<file path="src/ifwa_pkg.sv">
// Package for the instruction fetch and word-align block: constants, kinds and carriers
package ifwa_pkg;

    // Program memory geometry
    localparam int PC_W = 21;                 // Byte program counter, bits 20..0
    localparam int WA_W = 20;                 // Word address, program counter bits 20..1
    localparam int WORD_BYTES = 2;            // Bytes per instruction word
    localparam int MAX_INSTR_BYTES = 4;       // Bytes of a two-word instruction
    localparam logic [WA_W-1:0] RESET_WADDR = 20'h00000;
    localparam logic [WA_W-1:0] WORD_STEP = 20'h00001;  // One word, two bytes

    // Opcode fields
    localparam logic [3:0] SECOND_TAG = 4'hf;           // Top nibble of a second word
    localparam logic [7:0] OP_JUMP = 8'hef;             // 1110 1111 kkkk kkkk
    localparam logic [6:0] OP_CALL = 7'h76;             // 1110 110s kkkk kkkk
    localparam logic [3:0] OP_MOVE = 4'hc;              // 1100 ffff ffff ffff
    localparam logic [9:0] OP_LDPTR = 10'h3b8;          // 1110 1110 00ff kkkk
    localparam logic [4:0] OP_BRA = 5'h1a;              // 1101 0nnn nnnn nnnn
    localparam logic [4:0] OP_BCOND = 5'h1c;            // 1110 0ccc nnnn nnnn
    localparam logic [15:0] NOP_WORD = 16'h0000;

    // Instruction kinds seen by the core
    typedef enum logic [3:0] {
        K_PLAIN = 4'h0,
        K_JUMP = 4'h1,
        K_CALL = 4'h2,
        K_MOVE = 4'h3,
        K_LDPTR = 4'h4,
        K_BRA = 4'h5,
        K_BCOND = 4'h6,
        K_NOP = 4'h7
    } ifwa_kind_e;

    // Decoder result for one word
    typedef struct packed {
        ifwa_kind_e kind;
        logic two_word;
        logic [WA_W-1:0] offset;   // Signed word offset, sign extended
    } ifwa_dec_s;

    // Instruction handed to the execute stage
    typedef struct packed {
        ifwa_kind_e kind;
        logic [15:0] word1;
        logic [11:0] literal;      // Literal of the second word, zero otherwise
        logic [PC_W-1:0] pc;       // Byte address of the first word
        logic [PC_W-1:0] next_pc;  // Byte address after the whole instruction
    } ifwa_exec_s;

endpackage

</file>
<file path="src/ifwa_fetch.sv">
// Instruction fetch, word alignment and two-word assembly for the 8-bit core
`timescale 1ns/10ps
module ifwa_fetch (
    // Clock and reset
    input wire logic clk,
    input wire logic srst,
    // Program memory read port, data one cycle after the strobe
    output logic pm_rd,
    output logic [ifwa_pkg::PC_W-1:0] pm_addr,
    input wire logic [7:0] pm_rdata,
    // Execute stage
    output logic exec_valid,
    output ifwa_pkg::ifwa_exec_s exec,
    input wire logic exec_ready,
    input wire logic skip_req,
    input wire logic cond_met,
    // Status
    output logic [ifwa_pkg::PC_W-1:0] pc
);
    import ifwa_pkg::*;

    // Fetch sequencer states
    typedef enum logic [3:0] {
        ST_LO = 4'b0001,
        ST_HI = 4'b0010,
        ST_DEC = 4'b0100,
        ST_HOLD = 4'b1000
    } ifwa_state_e;

    // Sequencer state
    ifwa_state_e state_q;
    ifwa_state_e state_d;

    // Word counter and address of a held first word
    logic [WA_W-1:0] wpc_q;
    logic [WA_W-1:0] wpc_d;
    logic [WA_W-1:0] ipc_q;
    logic [WA_W-1:0] ipc_d;

    // Low byte and held first word of a pair
    logic [7:0] lo_q;
    logic [15:0] first_q;
    logic [15:0] first_d;

    // Pending second word and pending skip
    logic second_q;
    logic second_d;
    logic skip_q;
    logic skip_d;

    // Instruction offered to the execute stage
    ifwa_exec_s exec_q;
    ifwa_exec_s exec_d;
    logic valid_q;
    logic valid_d;

    // Classifier results
    ifwa_dec_s dec;
    ifwa_dec_s dec1;

    // Word assembled from the two bytes
    wire [15:0] word = {pm_rdata, lo_q};
    wire [WA_W-1:0] wpc_inc = wpc_q + WORD_STEP;

    // Literal of a second word; an untagged word gives no literal to the execute stage but still fills the upper 12 bits of far_target
    wire [11:0] lit = word[11:0];
    wire lit_ok = (word[15:12] == SECOND_TAG);

    // Targets are word addresses, so bit 0 of the counter never moves
    wire [WA_W-1:0] far_target = {lit, first_q[7:0]};
    wire [WA_W-1:0] rel_target = wpc_inc + dec.offset;
    wire taken = (dec.kind == K_BRA) || ((dec.kind == K_BCOND) && cond_met);
    wire stall = valid_q && !exec_ready;

    // Classify the incoming word and the held first word
    ifwa_decode u_dec (
        .word(word),
        .dec(dec)
    );

    // Held first word, classified for the pair issue
    ifwa_decode u_dec1 (
        .word(first_q),
        .dec(dec1)
    );

    // Byte addresses out: even for the low byte, odd for the high byte
    assign pm_addr = {wpc_q, (state_q == ST_HI)};
    assign pm_rd = (state_q == ST_LO) || (state_q == ST_HI);

    // Status and execute outputs straight from registers
    assign pc = {wpc_q, 1'b0};
    assign exec_valid = valid_q;
    assign exec = exec_q;

    // Sequencer and decode
    always_comb begin
        // Everything holds by default, skip also latches skip_req; an accepted instruction drops
        state_d = state_q;
        wpc_d = wpc_q;
        ipc_d = ipc_q;
        first_d = first_q;
        second_d = second_q;
        skip_d = skip_q || skip_req;
        exec_d = exec_q;
        valid_d = valid_q && !exec_ready;
        case (state_q)
            ST_LO: begin
                // Even byte strobe out
                state_d = ST_HI;
            end

            ST_HI: begin
                // Odd byte strobe out, low byte lands
                state_d = ST_DEC;
            end

            ST_DEC: begin
                // Execute stage still busy: nothing is consumed
                if (stall) begin
                    state_d = ST_HOLD;
                end else if (second_q) begin
                    // Second word in sequence: its literal joins the first word
                    second_d = 1'b0;
                    valid_d = 1'b1;
                    exec_d.kind = dec1.kind;
                    exec_d.word1 = first_q;
                    exec_d.literal = lit_ok ? lit : 12'h000;
                    exec_d.pc = {ipc_q, 1'b0};
                    exec_d.next_pc = {wpc_inc, 1'b0};
                    // Jump and call load the word target, the rest step on
                    if (dec1.kind == K_JUMP || dec1.kind == K_CALL) begin
                        wpc_d = far_target;
                    end else begin
                        wpc_d = wpc_inc;
                    end
                    state_d = ST_LO;
                end else if (skip_q) begin
                    // Skipped word: counter moves on, nothing is issued
                    skip_d = skip_req;
                    wpc_d = wpc_inc;
                    state_d = ST_LO;
                end else if (dec.two_word) begin
                    // First of two words: hold it and fetch the literal word
                    first_d = word;
                    second_d = 1'b1;
                    ipc_d = wpc_q;
                    wpc_d = wpc_inc;
                    state_d = ST_LO;
                end else begin
                    // Single-word instruction or a lone second word
                    valid_d = 1'b1;
                    exec_d.kind = dec.kind;
                    exec_d.word1 = (dec.kind == K_NOP) ? NOP_WORD : word;
                    exec_d.literal = 12'h000;
                    exec_d.pc = {wpc_q, 1'b0};
                    exec_d.next_pc = {wpc_inc, 1'b0};
                    // Taken branch moves by the word offset
                    wpc_d = taken ? rel_target : wpc_inc;
                    state_d = ST_LO;
                end
            end

            ST_HOLD: begin
                // Execute stage busy: refetch the same word once it frees
                if (!stall) begin
                    state_d = ST_LO;
                end
            end

            default: begin
                // Illegal code: restart the fetch of the current word
                state_d = ST_LO;
            end
        endcase
    end

    // State registers
    always_ff @(posedge clk) begin
        if (srst) begin
            state_q <= ST_LO;
            wpc_q <= RESET_WADDR;
            ipc_q <= RESET_WADDR;
            first_q <= NOP_WORD;
            second_q <= 1'b0;
            skip_q <= 1'b0;
            exec_q <= '0;
            valid_q <= 1'b0;
        end else begin
            state_q <= state_d;
            wpc_q <= wpc_d;
            ipc_q <= ipc_d;
            first_q <= first_d;
            second_q <= second_d;
            skip_q <= skip_d;
            exec_q <= exec_d;
            valid_q <= valid_d;
        end
    end

    // Low byte capture, one cycle after the even read
    always_ff @(posedge clk) begin
        if (srst) begin
            lo_q <= 8'h00;
        end else if (state_q == ST_HI) begin
            lo_q <= pm_rdata;
        end
    end

endmodule // ifwa_fetch

</file>
<file path="src/ifwa_decode.sv">
// Single-word opcode classifier for the fetch unit
`timescale 1ns/10ps
module ifwa_decode (
    // Word under decode
    input wire logic [15:0] word,
    // Classification
    output ifwa_pkg::ifwa_dec_s dec
);
    import ifwa_pkg::*;

    // Opcode matches
    wire is_second = (word[15:12] == SECOND_TAG);
    wire is_jump = (word[15:8] == OP_JUMP);
    wire is_call = (word[15:9] == OP_CALL);
    wire is_move = (word[15:12] == OP_MOVE);
    wire is_ldptr = (word[15:6] == OP_LDPTR);
    wire is_bra = (word[15:11] == OP_BRA);
    wire is_bcond = (word[15:11] == OP_BCOND);

    // Sign extended word offsets, counted in single-word instructions
    wire [WA_W-1:0] off11 = {{(WA_W-11){word[10]}}, word[10:0]};
    wire [WA_W-1:0] off8 = {{(WA_W-8){word[7]}}, word[7:0]};

    // Priority: a lone 1111 word is a no-operation
    assign dec.kind = is_second ? K_NOP :
                      is_jump ? K_JUMP :
                      is_call ? K_CALL :
                      is_move ? K_MOVE :
                      is_ldptr ? K_LDPTR :
                      is_bra ? K_BRA :
                      is_bcond ? K_BCOND : K_PLAIN;
    assign dec.two_word = !is_second && (is_jump || is_call || is_move || is_ldptr);
    assign dec.offset = is_bra ? off11 : off8;

endmodule // ifwa_decode

</file>
<file path="config.mk">
export PLATFORM = sky130hd
export DESIGN_NAME = ifwa_fetch
export DESIGN_NICKNAME = d
export VERILOG_FILES = /design/src/ifwa_pkg.sv /design/src/ifwa_fetch.sv /design/src/ifwa_decode.sv
export SDC_FILE = /design/constraint.sdc
export NUM_CORES = 1
export LEC_CHECK = 0
export BUFFER_PORTS_ARGS = -buffer_cell sky130_fd_sc_hd__clkbuf_2
export CAP_MARGIN = 40
export CORE_MARGIN = 4
export CORE_UTILIZATION = 59
export CTS_BUF_LIST = sky130_fd_sc_hd__clkbuf_8
export DETAILED_ROUTE_END_ITERATION = 10
export PLACE_DENSITY = 0.83
export SLEW_MARGIN = 20
export SYNTH_ARGS = -nofsm -noshare
export SYNTH_HDL_FRONTEND = slang
export SYNTH_HIERARCHICAL = 1
export SYNTH_SLANG_ARGS = --single-unit
</file>
<file path="constraint.sdc">
create_clock -name clk -period 3.7 [get_ports clk]
set_input_delay 0.37 -clock clk [delete_from_list [all_inputs] [get_ports clk]]
set_output_delay 0.37 -clock clk [all_outputs]
set_load 0.05 [all_outputs]
</file>
==> results of run 1 <==
## flip-flops by register name (all words and copies together), names as in the netlist
| signal | count |
|---|---|
| state_q | 4 |
| exec | 72 |
| second_q | 1 |
| first_q | 16 |
| lo_q | 8 |
| exec_valid | 1 |
| ipc_q | 20 |
| wpc_q | 20 |
| skip_q | 1 |
## per-layer routing
layer / GRT usage, % / vias up / wire [µm]
met1: 42.4 / 3550 / 9830
li1: - / 3719 / -
met3: 6.40 / 60 / 2430
met5: 0 / - / 0
met2: 43.5 / 435 / 9510
met4: 12.4 / 0 / 822
## through the flow
stage / worst slack (ps) / util [%] / setup TNS (ps) / hold WS [ps] / cell area (µm²)
6_report: 286 / 68.4 / 0 / 130 / 9060
5_1_grt: -38.9 / 68.4 / -40.0 / 126 / 9060
4_1_cts: 192 / 68.4 / 0 / 114 / 9060
3_5_place_dp: 207 / 65.2 / 0 / 446 / 8630
3_3_place_gp: 316 / 65.0 / 0 / 441 / 8610
2_1_floorplan: 35.0 / - / 0 / 436 / 7960
## layout make-up
type | count | area [µm²]
inverters | 27 | 101
multi-input cells | 741 | 4410
fillers | 1079 | 4180
flip-flops and latches | 143 | 2860
clock buffers | 19 | 262
well taps | 176 | 220
clock inverters | 11 | 165
repair buffers | 174 | 1040
## worst max-delay path: stages, from the launching register on
cell,delay (ps)
sky130_fd_sc_hd__dfxtp_1,340
sky130_fd_sc_hd__ha_1,210
sky130_fd_sc_hd__nand3_1,210
sky130_fd_sc_hd__nor4_2,470
sky130_fd_sc_hd__nand2_1,160
sky130_fd_sc_hd__xnor2_2,170
sky130_fd_sc_hd__ha_1,480
sky130_fd_sc_hd__nand4_1,160
sky130_fd_sc_hd__nor2_1,160
sky130_fd_sc_hd__nand3_1,110
sky130_fd_sc_hd__or4_1,470
sky130_fd_sc_hd__o311a_1,130
sky130_fd_sc_hd__mux2i_1,160
sky130_fd_sc_hd__nor2_1,60
## cell usage in the layout, fill, tap and decap left out, types with 12 or more instances in the layout
cell / instances
sky130_fd_sc_hd__a221oi_1: 18
sky130_fd_sc_hd__dfxtp_1: 142
sky130_fd_sc_hd__clkbuf_2: 126
sky130_fd_sc_hd__clkbuf_8: 19
sky130_fd_sc_hd__o21ai_0: 34
sky130_fd_sc_hd__a211oi_1: 43
sky130_fd_sc_hd__nor2_1: 119
sky130_fd_sc_hd__ha_1: 24
sky130_fd_sc_hd__buf_4: 44
sky130_fd_sc_hd__mux2i_1: 31
sky130_fd_sc_hd__xor2_1: 12
sky130_fd_sc_hd__nand2_1: 154
sky130_fd_sc_hd__a21oi_1: 97
sky130_fd_sc_hd__xnor2_1: 20
sky130_fd_sc_hd__nand3_1: 25
sky130_fd_sc_hd__inv_1: 26
sky130_fd_sc_hd__nor3_1: 31
## how the worst max path moves through the flow
stage | depth (start not counted) | endpoint | slack, ps | start
floorplan | 14 | wpc_q[19] | 40 | wpc_q[1]
global placement | 13 | wpc_q[19] | 320 | wpc_q[0]
detailed placement | 13 | wpc_q[19] | 210 | wpc_q[1]
CTS | 13 | wpc_q[19] | 190 | wpc_q[1]
global route | 14 | wpc_q[15] | -40 | wpc_q[1]
finish | 13 | wpc_q[19] | 290 | wpc_q[1]
## power by group through the flow
stage / clock [mW] / sequential, mW / combinational (mW)
6_report: 1.35 / 1.58 / 0.252
5_1_grt: 1.43 / 1.58 / 0.270
4_1_cts: 1.38 / 1.58 / 0.248
3_5_place_dp: 0 / 1.61 / 0.247
3_3_place_gp: 0 / 1.61 / 0.240
2_1_floorplan: 0 / 1.63 / 0.164
## what timing repair did
action                     in CTS  in global routing
setup endpoints to repair       0                  1
gates resized for setup         0                  1
setup buffers                   0                  0
==> impl_metrics.py, run 1 <==
metrics = {
    "timing": {
        "finClkSkew_ps": 8.65,
        "slew-limit-headroom_pct": 46.1,
        "shortest_period_the_worst_path_allows_ps": 3410,
        "grt_setup_unrepaired": "yes",
        "setup_viol_count_final": 0,
        "final_min_period_over_clock_period_pct": 92.3,
        "endpoints_failing_hold": 0,
        "worst_max_slew_pin_slew_ps": 806,
        "fmax_mhz": 293,
        "timing.final.max_slew_violations": 0,
    },
    "placement": {
        "place_congestion": 0.979,
        "port_buffers": 127,
        "dpl.cell_count": 1261,
        "hpwlAfterDp_um": 16200,
    },
    "clock_tree": {
        "clock_sinks": 143,
        "cts.root.buffer_cell": "sky130_fd_sc_hd__clkbuf_8",
        "cts_max_level": 4,
        "cts_tree": "yes",
        "numCtsBuffers": 17,
        "cts-hold-fix-buffers": 0,
        "max-clock-path-buffers": 2,
        "clkTransAtPathRegs_ps": 80,
        "worst_skew_pair.late_latency_ps": 470,
    },
    "floorplanning": {
        "placementRows": 42,
        "die-width_um": 124,
        "ioPinCount": 131,
        "initial_core_util_pct": 60.1,
        "die-area_um2": 15400,
        "core_um2": 13200,
        "die_height_um": 124,
    },
    "routing": {
        "num_vias": 7764,
        "finalWirelength_um": 22600,
        "drt_drc_violations_left": 0,
        "postRouteAntennaNets": 0,
        "drt-initial-drc-count": 788,
        "avgRoutedWirePerCell_um": 17.5,
        "vias_per_cell": 6.01,
        "drt_first_pass_iters": 6,
    },
    "final_layout": {
        "diodes": 0,
        "post_route_cells_drive_above_1_share_pct": 20.0,
        "final_instance_count_without_filler_cells": 1291,
        "nNetsFinal": 1142,
        "layout-area-overhead-vs-synth_pct": 13.9,
    },
    "run": {
        "maxCapViolations": 0,
    },
    "power_and_ir_drop": {
        "switching_share_pct": 25.1,
        "total_switching_power_uw": 799,
        "vdd.ir_drop.worst_mv": 0.219,
        "total_leakage_power_nw": 3.59,
        "comb_power_share_pct": 7.9,
        "pwr-share-clk_pct": 42.6,
        "share_seq_of_total_power_pct": 49.5,
        "power.density_nw_per_um2": 351,
        "power_report.internal_total_mw": 2.38,
        "totalPowerFinal_mw": 3.18,
    },
    "global_route": {
        "grt_use_total_pct": 29.7,
        "grt-ovfl-total": 0,
        "grt_pass1_wl_um": 35700,
        "number_of_antenna_violations_at_the_first_check_in_global_routing": 0,
        "grt_pass1_vias": 6874,
        "maximum_number_of_pins_on_one_net_before_global_route_repair": 76,
    },
    "worst_setup_path": {
        "worstSetupStartpointType": "flip-flop",
        "critical_path_type": "reg2reg",
        "worstPathArrival_ps": 3780,
        "capturing_element_type_of_the_critical_path": "flip-flop",
        "crit-reg2reg-capture": "wpc_q[19]",
        "worst_r2r_startpoint": "wpc_q[1]",
        "worstRegToRegCells": 13,
        "worst-path-max-fanout": 10,
        "critPathRequiredTime_ps": 4070,
        "reg2reg_setup_slack_ps": 290,
    },
    "logic_synthesis": {
        "syn_inst": 1022,
        "syn_avg_cell_area_um2": 7.78,
        "synth.cell_area_um2": 7950,
        "synth.yosys.warnings": 6,
    },
    "worst_hold_path": {
        "worstHoldPathType": "in2reg",
        "min_to": "skip_q",
        "worstHoldPathCells": 3,
        "min-delay-start": "skip_req",
    },
    "status": {
        "outcome": "completed",
    },
}
No activity file was read; power rests on OpenSTA's default activity.
==> run 2, diff against run 1 <==
--- a/config.mk
+++ b/config.mk
@@ -5,6 +5,7 @@
 export SDC_FILE = /design/constraint.sdc
 export NUM_CORES = 1
 export LEC_CHECK = 0
+export ABC_AREA = 1
 export BUFFER_PORTS_ARGS = -buffer_cell sky130_fd_sc_hd__clkbuf_2
 export CAP_MARGIN = 40
 export CORE_MARGIN = 4
==> constraint.sdc (replaced) <==
create_clock -name clk -period 3.7 [get_ports clk]
set_input_delay 0.555 -clock clk [delete_from_list [all_inputs] [get_ports clk]]
set_output_delay 0.555 -clock clk [all_outputs]
set_load 0.05 [all_outputs]
==> run 2 against run 1 <==
  * Flip-flop and latch count did not move
  * Clock power down 13%
  * Worst setup slack better by 47 ps
  * Wire length is 7.9% higher
  * Design area decreased by 0.73%
  * Synthesized cell count grew 16%
  * Synthesized area increased by 3.0%
  * Clock-buffer cell count increased by 2
  * Sequential share of layout area increased by 0.23 points
  * Power decreased by 3.0%
  * Die area grew 2.8%
  * Critical endpoint unchanged
  * Largest power group unchanged
  * Highest routed layer unchanged
==> impl_metrics.py, run 2 <==
metrics = {
    "worst_setup_path": {
        "critical-path-slowest-cell": "sky130_fd_sc_hd__dfxtp_1",
        "worst_r2r_startpoint": "wpc_q[1]",
        "worst-path-max-fanout": 7,
        "worstSetupStartpointType": "flip-flop",
        "timing.critical_path.cells": "ha_1 -> nand2_1 -> nor2_2 -> inv_1 -> nor2_1 -> nand3_1 -> xor2_2 -> inv_1 -> ha_1 -> a21oi_1 -> a21oi_1 -> nor2_1 -> nand3_1 -> inv_1 -> nand2_1 -> nand3_1 -> nand2_1 -> a21oi_1",
        "critical_path_type": "reg2reg",
        "crit-reg2reg-capture": "wpc_q[19]",
        "capturing_element_type_of_the_critical_path": "flip-flop",
        "worstPathArrival_ps": 3760,
        "critPathRequiredTime_ps": 4090,
        "worstRegToRegCells": 18,
        "reg2reg_setup_slack_ps": 330,
        "worst_path_largest_cell_delay_ps": 530,
    },
    "clock_tree": {
        "worst_skew_pair.late_latency_ps": 460,
        "cts_tree": "yes",
        "clock_sinks": 143,
        "max-clock-path-buffers": 2,
        "clkTransAtPathRegs_ps": 80,
        "post-cts-setup-buffer-count": 0,
        "cts_max_level": 4,
        "numCtsBuffers": 17,
        "cts.root.buffer_cell": "sky130_fd_sc_hd__clkbuf_8",
    },
    "final_layout": {
        "layout-area-overhead-vs-synth_pct": 9.79,
        "layout_commonest_cell": "sky130_fd_sc_hd__nand2_1",
        "highest_count_cells_in_the_layout_ignoring_fill_and_taps": "sky130_fd_sc_hd__nand2_1 (219), sky130_fd_sc_hd__o21ai_0 (144), sky130_fd_sc_hd__dfxtp_1 (142), sky130_fd_sc_hd__clkbuf_2 (127), sky130_fd_sc_hd__a21oi_1 (119)",
        "post_route_cells_drive_above_1_share_pct": 16.7,
        "count_of_filler_cells_inserted_in_the_layout": 1150,
        "flip_flop_count_of_the_largest_register_all_copies_and_words_added": 72,
        "nNetsFinal": 1286,
        "diodes": 0,
    },
    "placement": {
        "place_congestion": 1.03,
        "hpwlAfterDp_um": 17500,
        "port_buffers": 127,
    },
    "timing": {
        "setup_viol_count_final": 0,
        "timing.final.max_slew_violations": 0,
        "shortest_period_the_worst_path_allows_ps": 3370,
        "slew-limit-headroom_pct": 51.2,
        "worst_max_slew_pin_slew_ps": 730,
        "grt_setup_unrepaired": "no",
        "endpoints_failing_hold": 0,
        "fin_tns_setup_ps": 0,
        "fmax_mhz": 297,
        "whs_ps": 300,
        "final_min_period_over_clock_period_pct": 91.0,
        "finClkSkew_ps": 12.9,
    },
    "routing": {
        "drt-initial-drc-count": 1053,
        "drt_first_pass_iters": 6,
        "drt_drc_violations_left": 0,
        "postRouteAntennaNets": 0,
        "num_vias": 8465,
        "avgRoutedWirePerCell_um": 17.0,
        "vias_per_cell": 5.89,
        "finalWirelength_um": 24400,
    },
    "global_route": {
        "number_of_antenna_violations_at_the_first_check_in_global_routing": 0,
        "grt_pass1_vias": 7483,
        "maximum_number_of_pins_on_one_net_before_global_route_repair": 72,
        "grt_pass1_wl_um": 38700,
        "grt_use_total_pct": 30.0,
        "grt-ovfl-total": 0,
    },
    "status": {
        "outcome": "completed",
    },
    "floorplanning": {
        "initial_core_util_pct": 61.1,
        "die-width_um": 126,
        "placementRows": 42,
        "core_um2": 13400,
        "ioPinCount": 131,
        "die_height_um": 126,
        "die-area_um2": 15800,
    },
    "worst_hold_path": {
        "worstHoldPathType": "in2reg",
        "worstHoldPathCells": 2,
        "min_to": "state_q[3]",
        "min-delay-start": "exec_ready",
    },
    "logic_synthesis": {
        "synth.yosys.warnings": 6,
        "syn_avg_cell_area_um2": 6.89,
        "synth.cell_area_um2": 8190,
        "syn_inst": 1190,
    },
    "power_and_ir_drop": {
        "power.density_nw_per_um2": 343,
        "vdd.ir_drop.worst_mv": 0.241,
        "total_leakage_power_nw": 4.31,
    },
    "run": {
        "maxCapViolations": 0,
    },
}
## run 2: worst max path at each step
stage                   from         to  cells after the start
floorplan           wpc_q[0]  wpc_q[15]                     18
finish              wpc_q[1]  wpc_q[19]                     18
detailed placement  wpc_q[1]  wpc_q[19]                     20
CTS                 wpc_q[1]  wpc_q[19]                     19
global placement    wpc_q[1]  wpc_q[15]                     19
global route        wpc_q[1]  wpc_q[19]                     19
## run 2: cell type report
| cell class | count | area (µm²) | area share (%) |
|---|---|---|---|
| well taps | 176 | 220 | 2.45 |
| flip-flops and latches | 143 | 2860 | 31.8 |
| inverters | 100 | 375 | 4.17 |
| repair buffers | 145 | 808 | 8.98 |
| clock inverters | 11 | 81.3 | 0.904 |
| clock buffers | 21 | 289 | 3.21 |
| multi-input cells | 841 | 4360 | 48.4 |
## run 2: worst max-delay path: cells and delay by family, from the launching register on
kind / cells / cell delay, ps
xor gates and xnor gates: 1 / 270
and+or+nand+nor: 9 / 1050
buffers and inverters: 3 / 240
AOI/OAI and AO/OA: 3 / 540
adders and majority gates: 2 / 690
DFF: 1 / 530
## run 2: report_power, final
| group | internal [mW] | switching, mW | total [mW] | leakage, nW |
|---|---|---|---|---|
| combinational | 0.0825 | 0.238 | 0.320 | 2.98 |
| sequential | 1.56 | 0.0263 | 1.59 | 1.15 |
| clock | 0.538 | 0.641 | 1.18 | 0.179 |
## run 2: stage by stage
stage / instance area, µm² / instances / utilization [%] / setup WS (ps) / power, mW
after CTS: 8980 / 1437 / 67.0 / 313 / 3.08
after global routing: 9000 / 1437 / 67.1 / 38.3 / 3.18
final: 9000 / 1437 / 67.1 / 333 / 3.09
after global placement: 8610 / 1405 / 64.3 / 374 / 1.93
after floorplan: 8200 / 1192 / - / 533 / 1.87
after detailed placement: 8610 / 1405 / 64.3 / 333 / 1.94
## run 2: layer usage
layer | track usage (%) | routed length (µm)
met1 | 41.9 | 10500
met2 | 44.7 | 10500
met3 | 8.51 | 2660
met4 | 10.1 | 719
met5 | 0 | 0
## run 2: repair_timing
item,in CTS,in global routing
gates resized for setup,0,2
endpoints found under the setup margin,0,5
hold endpoints to repair,0,0
hold buffers,0,0
